--- src/ocs_cfg.svh ---
// Constants for the command and status register block
`ifndef OCS_CFG_SVH
`define OCS_CFG_SVH

`define OCS_REG_OFFSET      8'h08
`define OCS_RESET_VALUE     32'h0000_0000
`define OCS_BIT_SOFT_RESET  0
`define OCS_BIT_CTRL_FILLED 1
`define OCS_BIT_BULK_FILLED 2
`define OCS_BIT_OWNER_REQ   3
`define OCS_TALLY_LSB       16
`define OCS_TALLY_MSB       17
`define OCS_RESET_LIMIT_NS  10000
`define OCS_CLK_PERIOD_NS   20
`define OCS_RESET_CYCLES    ((`OCS_RESET_LIMIT_NS) / (`OCS_CLK_PERIOD_NS))
`define OCS_RESET_DEFAULT   16

`endif

--- src/ocs_pkg.sv ---
// Types for the command and status register block
package ocs_pkg;
  typedef enum logic [1:0] {
    OCS_RST_IDLE,
    OCS_RST_RUN,
    OCS_RST_DONE
  } ocs_rst_state_t;
endpackage : ocs_pkg

--- src/ocs_soft_reset.sv ---
// Soft reset sequencer: holds the controller in reset for a set number of cycles
`timescale 1ns/1ps
`include "ocs_cfg.svh"

module ocs_soft_reset #(
  parameter int RESET_CYCLES = `OCS_RESET_DEFAULT
) (
  input  wire logic mclk,
  input  wire logic arst_n,
  input  wire logic start,
  output logic      resetActive,
  output logic      resetDone
);

  initial begin
    if (RESET_CYCLES < 1 || RESET_CYCLES > `OCS_RESET_CYCLES) begin
      $error("RESET_CYCLES must be between 1 and the 10 us limit in cycles");
    end
  end

  ocs_pkg::ocs_rst_state_t stateQ;
  ocs_pkg::ocs_rst_state_t stateD;
  logic [15:0]             countQ;
  logic [15:0]             countD;

  wire countEnd = (countQ == 16'(RESET_CYCLES - 1));

  always_comb begin
    stateD = stateQ;
    countD = countQ;
    unique case (stateQ)
      ocs_pkg::OCS_RST_IDLE: begin
        countD = 16'h0000;
        if (start) begin
          stateD = ocs_pkg::OCS_RST_RUN;
        end
      end
      ocs_pkg::OCS_RST_RUN: begin
        countD = countQ + 16'h0001;
        if (countEnd) begin
          stateD = ocs_pkg::OCS_RST_DONE;
        end
      end
      ocs_pkg::OCS_RST_DONE: begin
        // A new request in the closing cycle starts a fresh count
        countD = 16'h0000;
        stateD = start ? ocs_pkg::OCS_RST_RUN : ocs_pkg::OCS_RST_IDLE;
      end
      default: begin
        stateD = ocs_pkg::OCS_RST_IDLE;
      end
    endcase
  end

  always_ff @(posedge mclk or negedge arst_n) begin
    if (!arst_n) begin
      stateQ <= ocs_pkg::OCS_RST_IDLE;
      countQ <= 16'h0000;
    end else begin
      stateQ <= stateD;
      countQ <= countD;
    end
  end

  assign resetActive = (stateQ == ocs_pkg::OCS_RST_RUN);
  assign resetDone   = (stateQ == ocs_pkg::OCS_RST_DONE);

endmodule : ocs_soft_reset

--- src/ocs_command_status.sv ---
// Command and status register of the open host controller
`timescale 1ns/1ps
`include "ocs_cfg.svh"

module ocs_command_status #(
  parameter int RESET_CYCLES = `OCS_RESET_DEFAULT
) (
  input  wire logic        mclk,
  input  wire logic        arst_n,
  input  wire logic        regWrite,
  input  wire logic [31:0] regWdata,
  output logic      [31:0] regRdata,
  input  wire logic        frameEnd,
  input  wire logic        periodicDone,
  input  wire logic        handoverDone,
  input  wire logic        bulkHeadCheck,
  input  wire logic        bulkTdFound,
  input  wire logic        bulkPassEnd,
  input  wire logic        ctrlHeadCheck,
  input  wire logic        ctrlTdFound,
  input  wire logic        ctrlPassEnd,
  output logic             bulkProcess,
  output logic             ctrlProcess,
  output logic             overrunEvent,
  output logic             ownerChangeEvent,
  output logic             softResetActive,
  output logic             hostBusBlock,
  output logic             suspendedEnter,
  output logic             rootHubReset
);

  initial begin
    if (RESET_CYCLES < 1) begin
      $error("RESET_CYCLES must be at least one");
    end
  end

  // ****************************************************************
  // Register state
  // ****************************************************************
  logic [1:0] tallyQ;
  logic       ownerReqQ;
  logic       bulkFilledQ;
  logic       ctrlFilledQ;
  logic       softResetQ;
  logic       bulkRunQ;
  logic       ctrlRunQ;
  logic       overrunQ;
  logic       ownerEvtQ;
  logic       resetActive;
  logic       resetDone;

  // ****************************************************************
  // Decoding
  // ****************************************************************
  wire wrOwner    = regWrite && regWdata[`OCS_BIT_OWNER_REQ];
  wire wrBulk     = regWrite && regWdata[`OCS_BIT_BULK_FILLED];
  wire wrCtrl     = regWrite && regWdata[`OCS_BIT_CTRL_FILLED];
  wire wrReset    = regWrite && regWdata[`OCS_BIT_SOFT_RESET];
  wire overrunHit = frameEnd && !periodicDone;
  wire ownerRise  = wrOwner && !ownerReqQ;
  // A write landing on the completion cycle keeps the bit set, so it must also restart the sequence
  wire resetStart = wrReset && (!softResetQ || resetDone);

  // Soft reset clears list flags; a driver set in the same cycle still wins
  wire bulkClear  = bulkHeadCheck && bulkFilledQ;
  wire ctrlClear  = ctrlHeadCheck && ctrlFilledQ;
  wire bulkSet    = wrBulk || (bulkRunQ && bulkTdFound);
  wire ctrlSet    = wrCtrl || (ctrlRunQ && ctrlTdFound);

  wire [1:0] tallyD       = overrunHit ? tallyQ + 2'h1 : tallyQ;
  wire       ownerReqD    = wrOwner ? 1'b1 : (handoverDone ? 1'b0 : ownerReqQ);
  wire       bulkFilledD  = bulkSet ? 1'b1 : ((bulkClear || resetActive) ? 1'b0 : bulkFilledQ);
  wire       ctrlFilledD  = ctrlSet ? 1'b1 : ((ctrlClear || resetActive) ? 1'b0 : ctrlFilledQ);
  wire       softResetD   = wrReset ? 1'b1 : (resetDone ? 1'b0 : softResetQ);

  // Bulk run starts at a filled head, ends when a pass closes with the flag still zero
  wire bulkRunD = resetActive ? 1'b0 :
                  (bulkHeadCheck ? bulkFilledQ :
                  ((bulkPassEnd && !bulkFilledQ && !bulkSet) ? 1'b0 : bulkRunQ));
  wire ctrlRunD = resetActive ? 1'b0 :
                  (ctrlHeadCheck ? ctrlFilledQ :
                  ((ctrlPassEnd && !ctrlFilledQ && !ctrlSet) ? 1'b0 : ctrlRunQ));

  // ****************************************************************
  // Flip-flops
  // ****************************************************************
  always_ff @(posedge mclk or negedge arst_n) begin
    if (!arst_n) begin
      tallyQ      <= 2'h0;
      ownerReqQ   <= 1'b0;
      bulkFilledQ <= 1'b0;
      ctrlFilledQ <= 1'b0;
      softResetQ  <= 1'b0;
      bulkRunQ    <= 1'b0;
      ctrlRunQ    <= 1'b0;
      overrunQ    <= 1'b0;
      ownerEvtQ   <= 1'b0;
    end else begin
      tallyQ      <= tallyD;
      ownerReqQ   <= ownerReqD;
      bulkFilledQ <= bulkFilledD;
      ctrlFilledQ <= ctrlFilledD;
      softResetQ  <= softResetD;
      bulkRunQ    <= bulkRunD;
      ctrlRunQ    <= ctrlRunD;
      overrunQ    <= overrunHit;
      ownerEvtQ   <= ownerRise;
    end
  end

  // ****************************************************************
  // Soft reset sequencer
  // ****************************************************************
  ocs_soft_reset #(
    .RESET_CYCLES (RESET_CYCLES)
  ) uSoftReset (
    .mclk        (mclk),
    .arst_n      (arst_n),
    .start       (resetStart),
    .resetActive (resetActive),
    .resetDone   (resetDone)
  );

  // ****************************************************************
  // Outputs
  // ****************************************************************
  assign regRdata = {14'h0000, tallyQ, 12'h000, ownerReqQ, bulkFilledQ,
                     ctrlFilledQ, softResetQ};
  assign bulkProcess      = bulkRunQ;
  assign ctrlProcess      = ctrlRunQ;
  assign overrunEvent     = overrunQ;
  assign ownerChangeEvent = ownerEvtQ;
  assign softResetActive  = softResetQ;
  assign hostBusBlock     = softResetQ;
  assign suspendedEnter   = resetActive;
  assign rootHubReset     = 1'b0;

endmodule : ocs_command_status

--- config.mk ---
export PLATFORM = sky130hd
export DESIGN_NAME = ocs_command_status
export DESIGN_NICKNAME = d
export VERILOG_FILES = /design/src/ocs_pkg.sv /design/src/ocs_soft_reset.sv /design/src/ocs_command_status.sv
export VERILOG_INCLUDE_DIRS = /design/src
export SDC_FILE = /design/constraint.sdc
export NUM_CORES = 1
export LEC_CHECK = 0
export ABC_AREA = 1
export BUFFER_PORTS_ARGS = -buffer_cell sky130_fd_sc_hd__buf_4
export CORE_AREA = 2 2 64 66
export DETAILED_ROUTE_END_ITERATION = 10
export DIE_AREA = 0 0 66 68
export PLACE_DENSITY = 0.86
export RECOVER_POWER = 25
export SYNTH_ARGS = -nofsm -noshare
export SYNTH_HDL_FRONTEND = slang
export SYNTH_SLANG_ARGS = --single-unit
--- constraint.sdc ---
create_clock -name mclk -period 1.4 [get_ports mclk]
set_input_delay 0.14 -clock mclk [delete_from_list [all_inputs] [get_ports mclk]]
set_output_delay 0.14 -clock mclk [all_outputs]
set_load 0.1 [all_outputs]
# After elaboration in Yosys (flattened, before gate mapping)
# Index checks and enable logic that the tools add are counted.
# totals
wordCells	74
out_inout_bits	40
regBits	28
input_bits	44
# classes
eq_ne	5
n_reduce_logical	37
n_mux	19
n_addsub	2
# ops
operator	n
$pmux W16 S2	1
$add A16 B1 Y16 const B	1
$eq A16 B4 Y1 const B	1
$logic_and A1 B1 Y1	15
$mux W1	15
$reduce_bool A2 Y1	5
$logic_not A1 Y1	7
$pmux W2 S3	1
$reduce_bool A3 Y1	2
$logic_or A1 B1 Y1	5
$mux W2	2
$ne A2 B1 Y1 const B	2
$add A2 B1 Y2 const B	1
$eq A2 B1 Y1 const B	1
$eq A2 B2 Y1 const B	1
$logic_not A2 Y1	1
$reduce_and A2 Y1	1
$reduce_or A2 Y1	1

# Logic depth before layout (Yosys ltp)
# depth
ltp_word	7
depth_mapped	9
ltp_nobuf	9

# Modules after synthesis
# Synthesis repeated with hierarchy kept, for this count alone.
# unflattened
cells_unflattened	220
area_unflattened_um2	1694.1
# by_module_without_submodules
module	cells_each	area_each_um2	instances	seq_area_each_um2
ocs_soft_reset	129	997.2	1	450.4
ocs_command_status	91	696.9	1	250.2

# Worst setup path before layout
# OpenSTA, ideal clock, no wires.
# synth_path
kind	register -> register
from	register uSoftReset.stateQ[1]
to	register bulkFilledQ
period_less_slack_ns	1.606
setup_slack_ns	-0.206
t_arrival_ns	1.486
path_stages_with_launch	4
n_path_buf	0
setup_ns	0.120
required_ns	1.280
path_cell_list	dfrtp_1 nor2_4 inv_1 a31o_2
# synth_between
elab_chain_cells	3
# synth_rtl
element	line	source
start: declaration	ocs_soft_reset.sv:21	ocs_pkg::ocs_rst_state_t stateQ;
start signal: assignment	ocs_soft_reset.sv:57	stateQ <= ocs_pkg::OCS_RST_IDLE;
start signal: assignment	ocs_soft_reset.sv:60	stateQ <= stateD;
$eq A2 B1 Y1	ocs_soft_reset.sv:65	assign resetActive = (stateQ == ocs_pkg::OCS_RST_RUN);
via suspendedEnter	ocs_command_status.sv:28	output logic suspendedEnter,
$logic_or A1 B1 Y1	ocs_command_status.sv:73	wire bulkFilledD = bulkSet ? 1'b1 : ((bulkClear || resetActive) ? 1'b0 : bulkFilledQ);
$reduce_bool A2 Y1 (no source line)	n/a	
end signal: assignment	ocs_command_status.sv:102	bulkFilledQ <= bulkFilledD;
end: declaration	ocs_command_status.sv:43	logic bulkFilledQ;
# The timed path passes the listed nets, and every way through them passes these cells.
# A chain may end at the register's enable or synchronous reset.

# Final worst setup path
# layout_path
from	register uSoftReset.countQ[0]
to	register uSoftReset.countQ[13]
# layout_between
elab_chain_cells	2
# layout_rtl
element	line	source
start: declaration	ocs_soft_reset.sv:23	logic [15:0] countQ;
start signal: assignment	ocs_soft_reset.sv:61	countQ <= countD;
$add A16 B1 Y16	ocs_soft_reset.sv:39	countD = countQ + 16'h0001;
$pmux W16 S2	ocs_soft_reset.sv:31	unique case (stateQ)
# No other way between the ends.

==> run metrics <==
antenna fix cells 0; required time of the critical path roughly 1.6 ns; Mapped Cells 215; Synth Register Bits 28; post-route setup slack ~0.028 ns; max_cap viols 0; drt drc 0; worst-case reg-to-reg path depth 8; Synth Area per Inst approximately 7.8 um2; final hold violations 0; Post-synth top cells 42 x nand2_1, 32 x buf_4, 30 x nor2_1; PwrDens 1440 nW/um2; crit end category flip-flop; relative slew slack between 50% and 60%; H-tree Lvls 1; Initial Util 43.3%; Clock Sinks 28; Max Clk Rate roughly 730 MHz; Max FO, Critical Path 4; Async S/R FF share, synth 100%; Post-Place Cells between 200 and 300; dominant cells by area after synthesis dfrtp_1 42%, buf_4 14%, nand2_1 9.4%, nor2_1 6.7%, inv_1 5.2%; final slew viol count 0; CTS tree built; Critical Path AT 1.55 ns; Post-Syn Area about 1700 um2; unrepaired setup endpoints after global routing true; GRT overflow 0; power share of the clock group a little under a quarter; initial antenna violation count 0; area of the die approximately 4500 um2; Worst Max-Slew Pin Slew between 0.6 and 0.7 ns; post-synthesis sequential area ratio 41.9%; io pins 84; R2R Setup Slk roughly 0.028 ns; TritonCTS Buffers 3; EDFF count, synth 0; clock skew between 0.006 and 0.007 ns; Die Y slightly below 70 um; Period minus WS final 1.37 ns; Peak VDD IR 1.26 mV; DP Worst Slack between 0.04 and 0.05 ns; first-pass GRT wire length between 5 and 6 mm; initial DRC count 77; Yosys top cell by area dfrtp_1; share of layout cells above drive strength 1 about a quarter; vias 1338; most numerous cell in the Yosys netlist nand2_1; post-layout power 2790 uW; final design utilization between 50% and 60%; vias in the first global route about 1200; final wirelength approximately 3.1 mm; main flop type after synthesis dfrtp_1; Pint between 1500 and 2000 uW; global-route total usage across every layer ~15%; hold_sp handoverDone; Comb power frac between 40% and 50%; ANT nets after route 0; Root Driver clkbuf_8; post-detail-place hpwl approximately 2.3 mm; Switching Fraction a little under half; PortBufs 28; Yosys cell types 26; non-filler cells, final slightly below 300; YS warnings 0; Min-Delay Path Depth 2; Hold Path End ownerReqQ$_DFFE_PN0P_; period utilization a little over nine tenths; Worst setup SP type flip-flop; synth-to-layout area growth 15.4%; core area 3860 um2; RR Endpoint uSoftReset.countQ[13]$_DFFE_PN0P_; clk slew on worst S/H paths approximately 0.1 ns; Hold/Removal Path Class in -> reg; setup TNS 0 ns; Setup CP Type reg -> reg; largest net degree at the start of global routing 29; outcome finished, final reports clean; clk buf depth 2; Crit Reg-Reg Startpoint uSoftReset.countQ[0]$_DFFE_PN0P_; leakage ~0.00097 uW; area fraction of the dominant cell type after synthesis between 40% and 50%; Setup Viol. Count Final 0; Fillers roughly 380; switching pwr approximately 1300 uW; worst skew pair latency ~0.28 ns; Routed WL per cell ~11 um; vias per cell about 4.5; Die W between 60 and 70 um; # rows 23; Final #Nets ~290; Final GP Congestion about 0.84; power share of the sequential group 35.5%; 1st-pass router iterations 4
==> worst max-delay path, cell delays in order (launching register included) <==
cell	delay, ns
dfrtp_1	0.40
buf_4	0.13
nand3_1	0.15
nor2_4	0.18
nand2_2	0.12
nor2_2	0.14
nand2_1	0.06
nand2_1	0.05
nor2_1	0.04
==> worst max path at each step <==
stage                                   endpoint  cells after the start  slack (ns)                              from
2_1_floorplan            bulkFilledQ$_DFFE_PN0P_                      4       -0.08  uSoftReset.stateQ[0]$_DFFE_PN0P_
3_3_place_gp   uSoftReset.countQ[10]$_DFFE_PN0P_                      8        0.07  uSoftReset.countQ[0]$_DFFE_PN0P_
3_5_place_dp   uSoftReset.countQ[10]$_DFFE_PN0P_                      8        0.04  uSoftReset.countQ[0]$_DFFE_PN0P_
4_1_cts                           suspendedEnter                      2        0.02  uSoftReset.stateQ[1]$_DFFE_PN0P_
5_1_grt         uSoftReset.countQ[4]$_DFFE_PN0P_                      5       -0.08  uSoftReset.countQ[0]$_DFFE_PN0P_
6_report       uSoftReset.countQ[13]$_DFFE_PN0P_                      8        0.03  uSoftReset.countQ[0]$_DFFE_PN0P_
==> state kept, by name (all words and copies together), names as in the netlist <==
register and cells:
bulkFilledQ 1, uSoftReset.stateQ 2, overrunEvent 1, tallyQ 2
ctrlFilledQ 1, hostBusBlock 1, ownerReqQ 1, ctrlProcess 1
ownerChangeEvent 1, uSoftReset.countQ 16, bulkProcess 1
==> layout make-up <==
cell class,count,area (um2),share of cell area [%]
clock buffers,3,41.3,2.14
clock inverters,1,30.0,1.56
flip-flops and latches,28,703,36.4
multi-input cells,155,739,38.3
repair buffers,34,259,13.4
well taps,50,62.6,3.24
inverters,25,93.8,4.86
==> power by group through the flow <==
stage / Sequential (uW) / Combinational [uW] / Clock [uW]
5_1_grt: 1000 / 1220 / 680
2_1_floorplan: 1270 / 723 / 0
3_5_place_dp: 1000 / 1120 / 0
3_3_place_gp: 1000 / 1110 / 0
6_report: 988 / 1160 / 639
4_1_cts: 991 / 1120 / 651
==> cell families after synthesis <==
kind of cell | Yosys count | synth area share, %
and+or+nand+nor | 101 | 27.3
adders and majority gates | 1 | 0.748
xor gates and xnor gates | 2 | 1.05
AOI/OAI and AO/OA | 24 | 8.46
buffers and inverters | 58 | 20.3
other | 1 | 0.224
DFF | 28 | 41.9
==> repair_timing <==
item | in CTS | in global routing
gates resized for setup | 0 | 3
endpoints found under the hold margin | 28 | 0
setup endpoints to repair | 0 | 8
hold buffers | 1 | 0
setup buffers | 0 | 4
==> layer usage <==
metal / global-route usage (%) / part of all wire, % / vias to the layer above
met5: 0 / 0 / -
met1: 17.8 / 42 / 612
met2: 25.8 / 50 / 45
met3: 4.61 / 6.9 / 4
met4: 2.55 / 0.93 / 0
li1: - / - / 677
==> through the flow <==
step	hold slack (ns)	instance area, um2
floorplan	-0.156	1770
global placement	0.0735	1810
detailed placement	0.0782	1810
CTS	0.0369	1890
global route	0.0658	1930
finish	0.0407	1930
==> cells in the final DEF, fill, tap and decap left out, drive strengths merged, types with 5 or more instances in the layout <==
| master | n |
|---|---|
| buf | 31 |
| nand3 | 6 |
| clkbuf | 5 |
| nor2 | 40 |
| dfrtp | 28 |
| inv | 25 |
| nand2 | 45 |
| o21ai | 9 |
| a21oi | 8 |
| conb | 27 |
| nor3 | 7 |
Note: power is estimated with default switching activity, not from simulation.
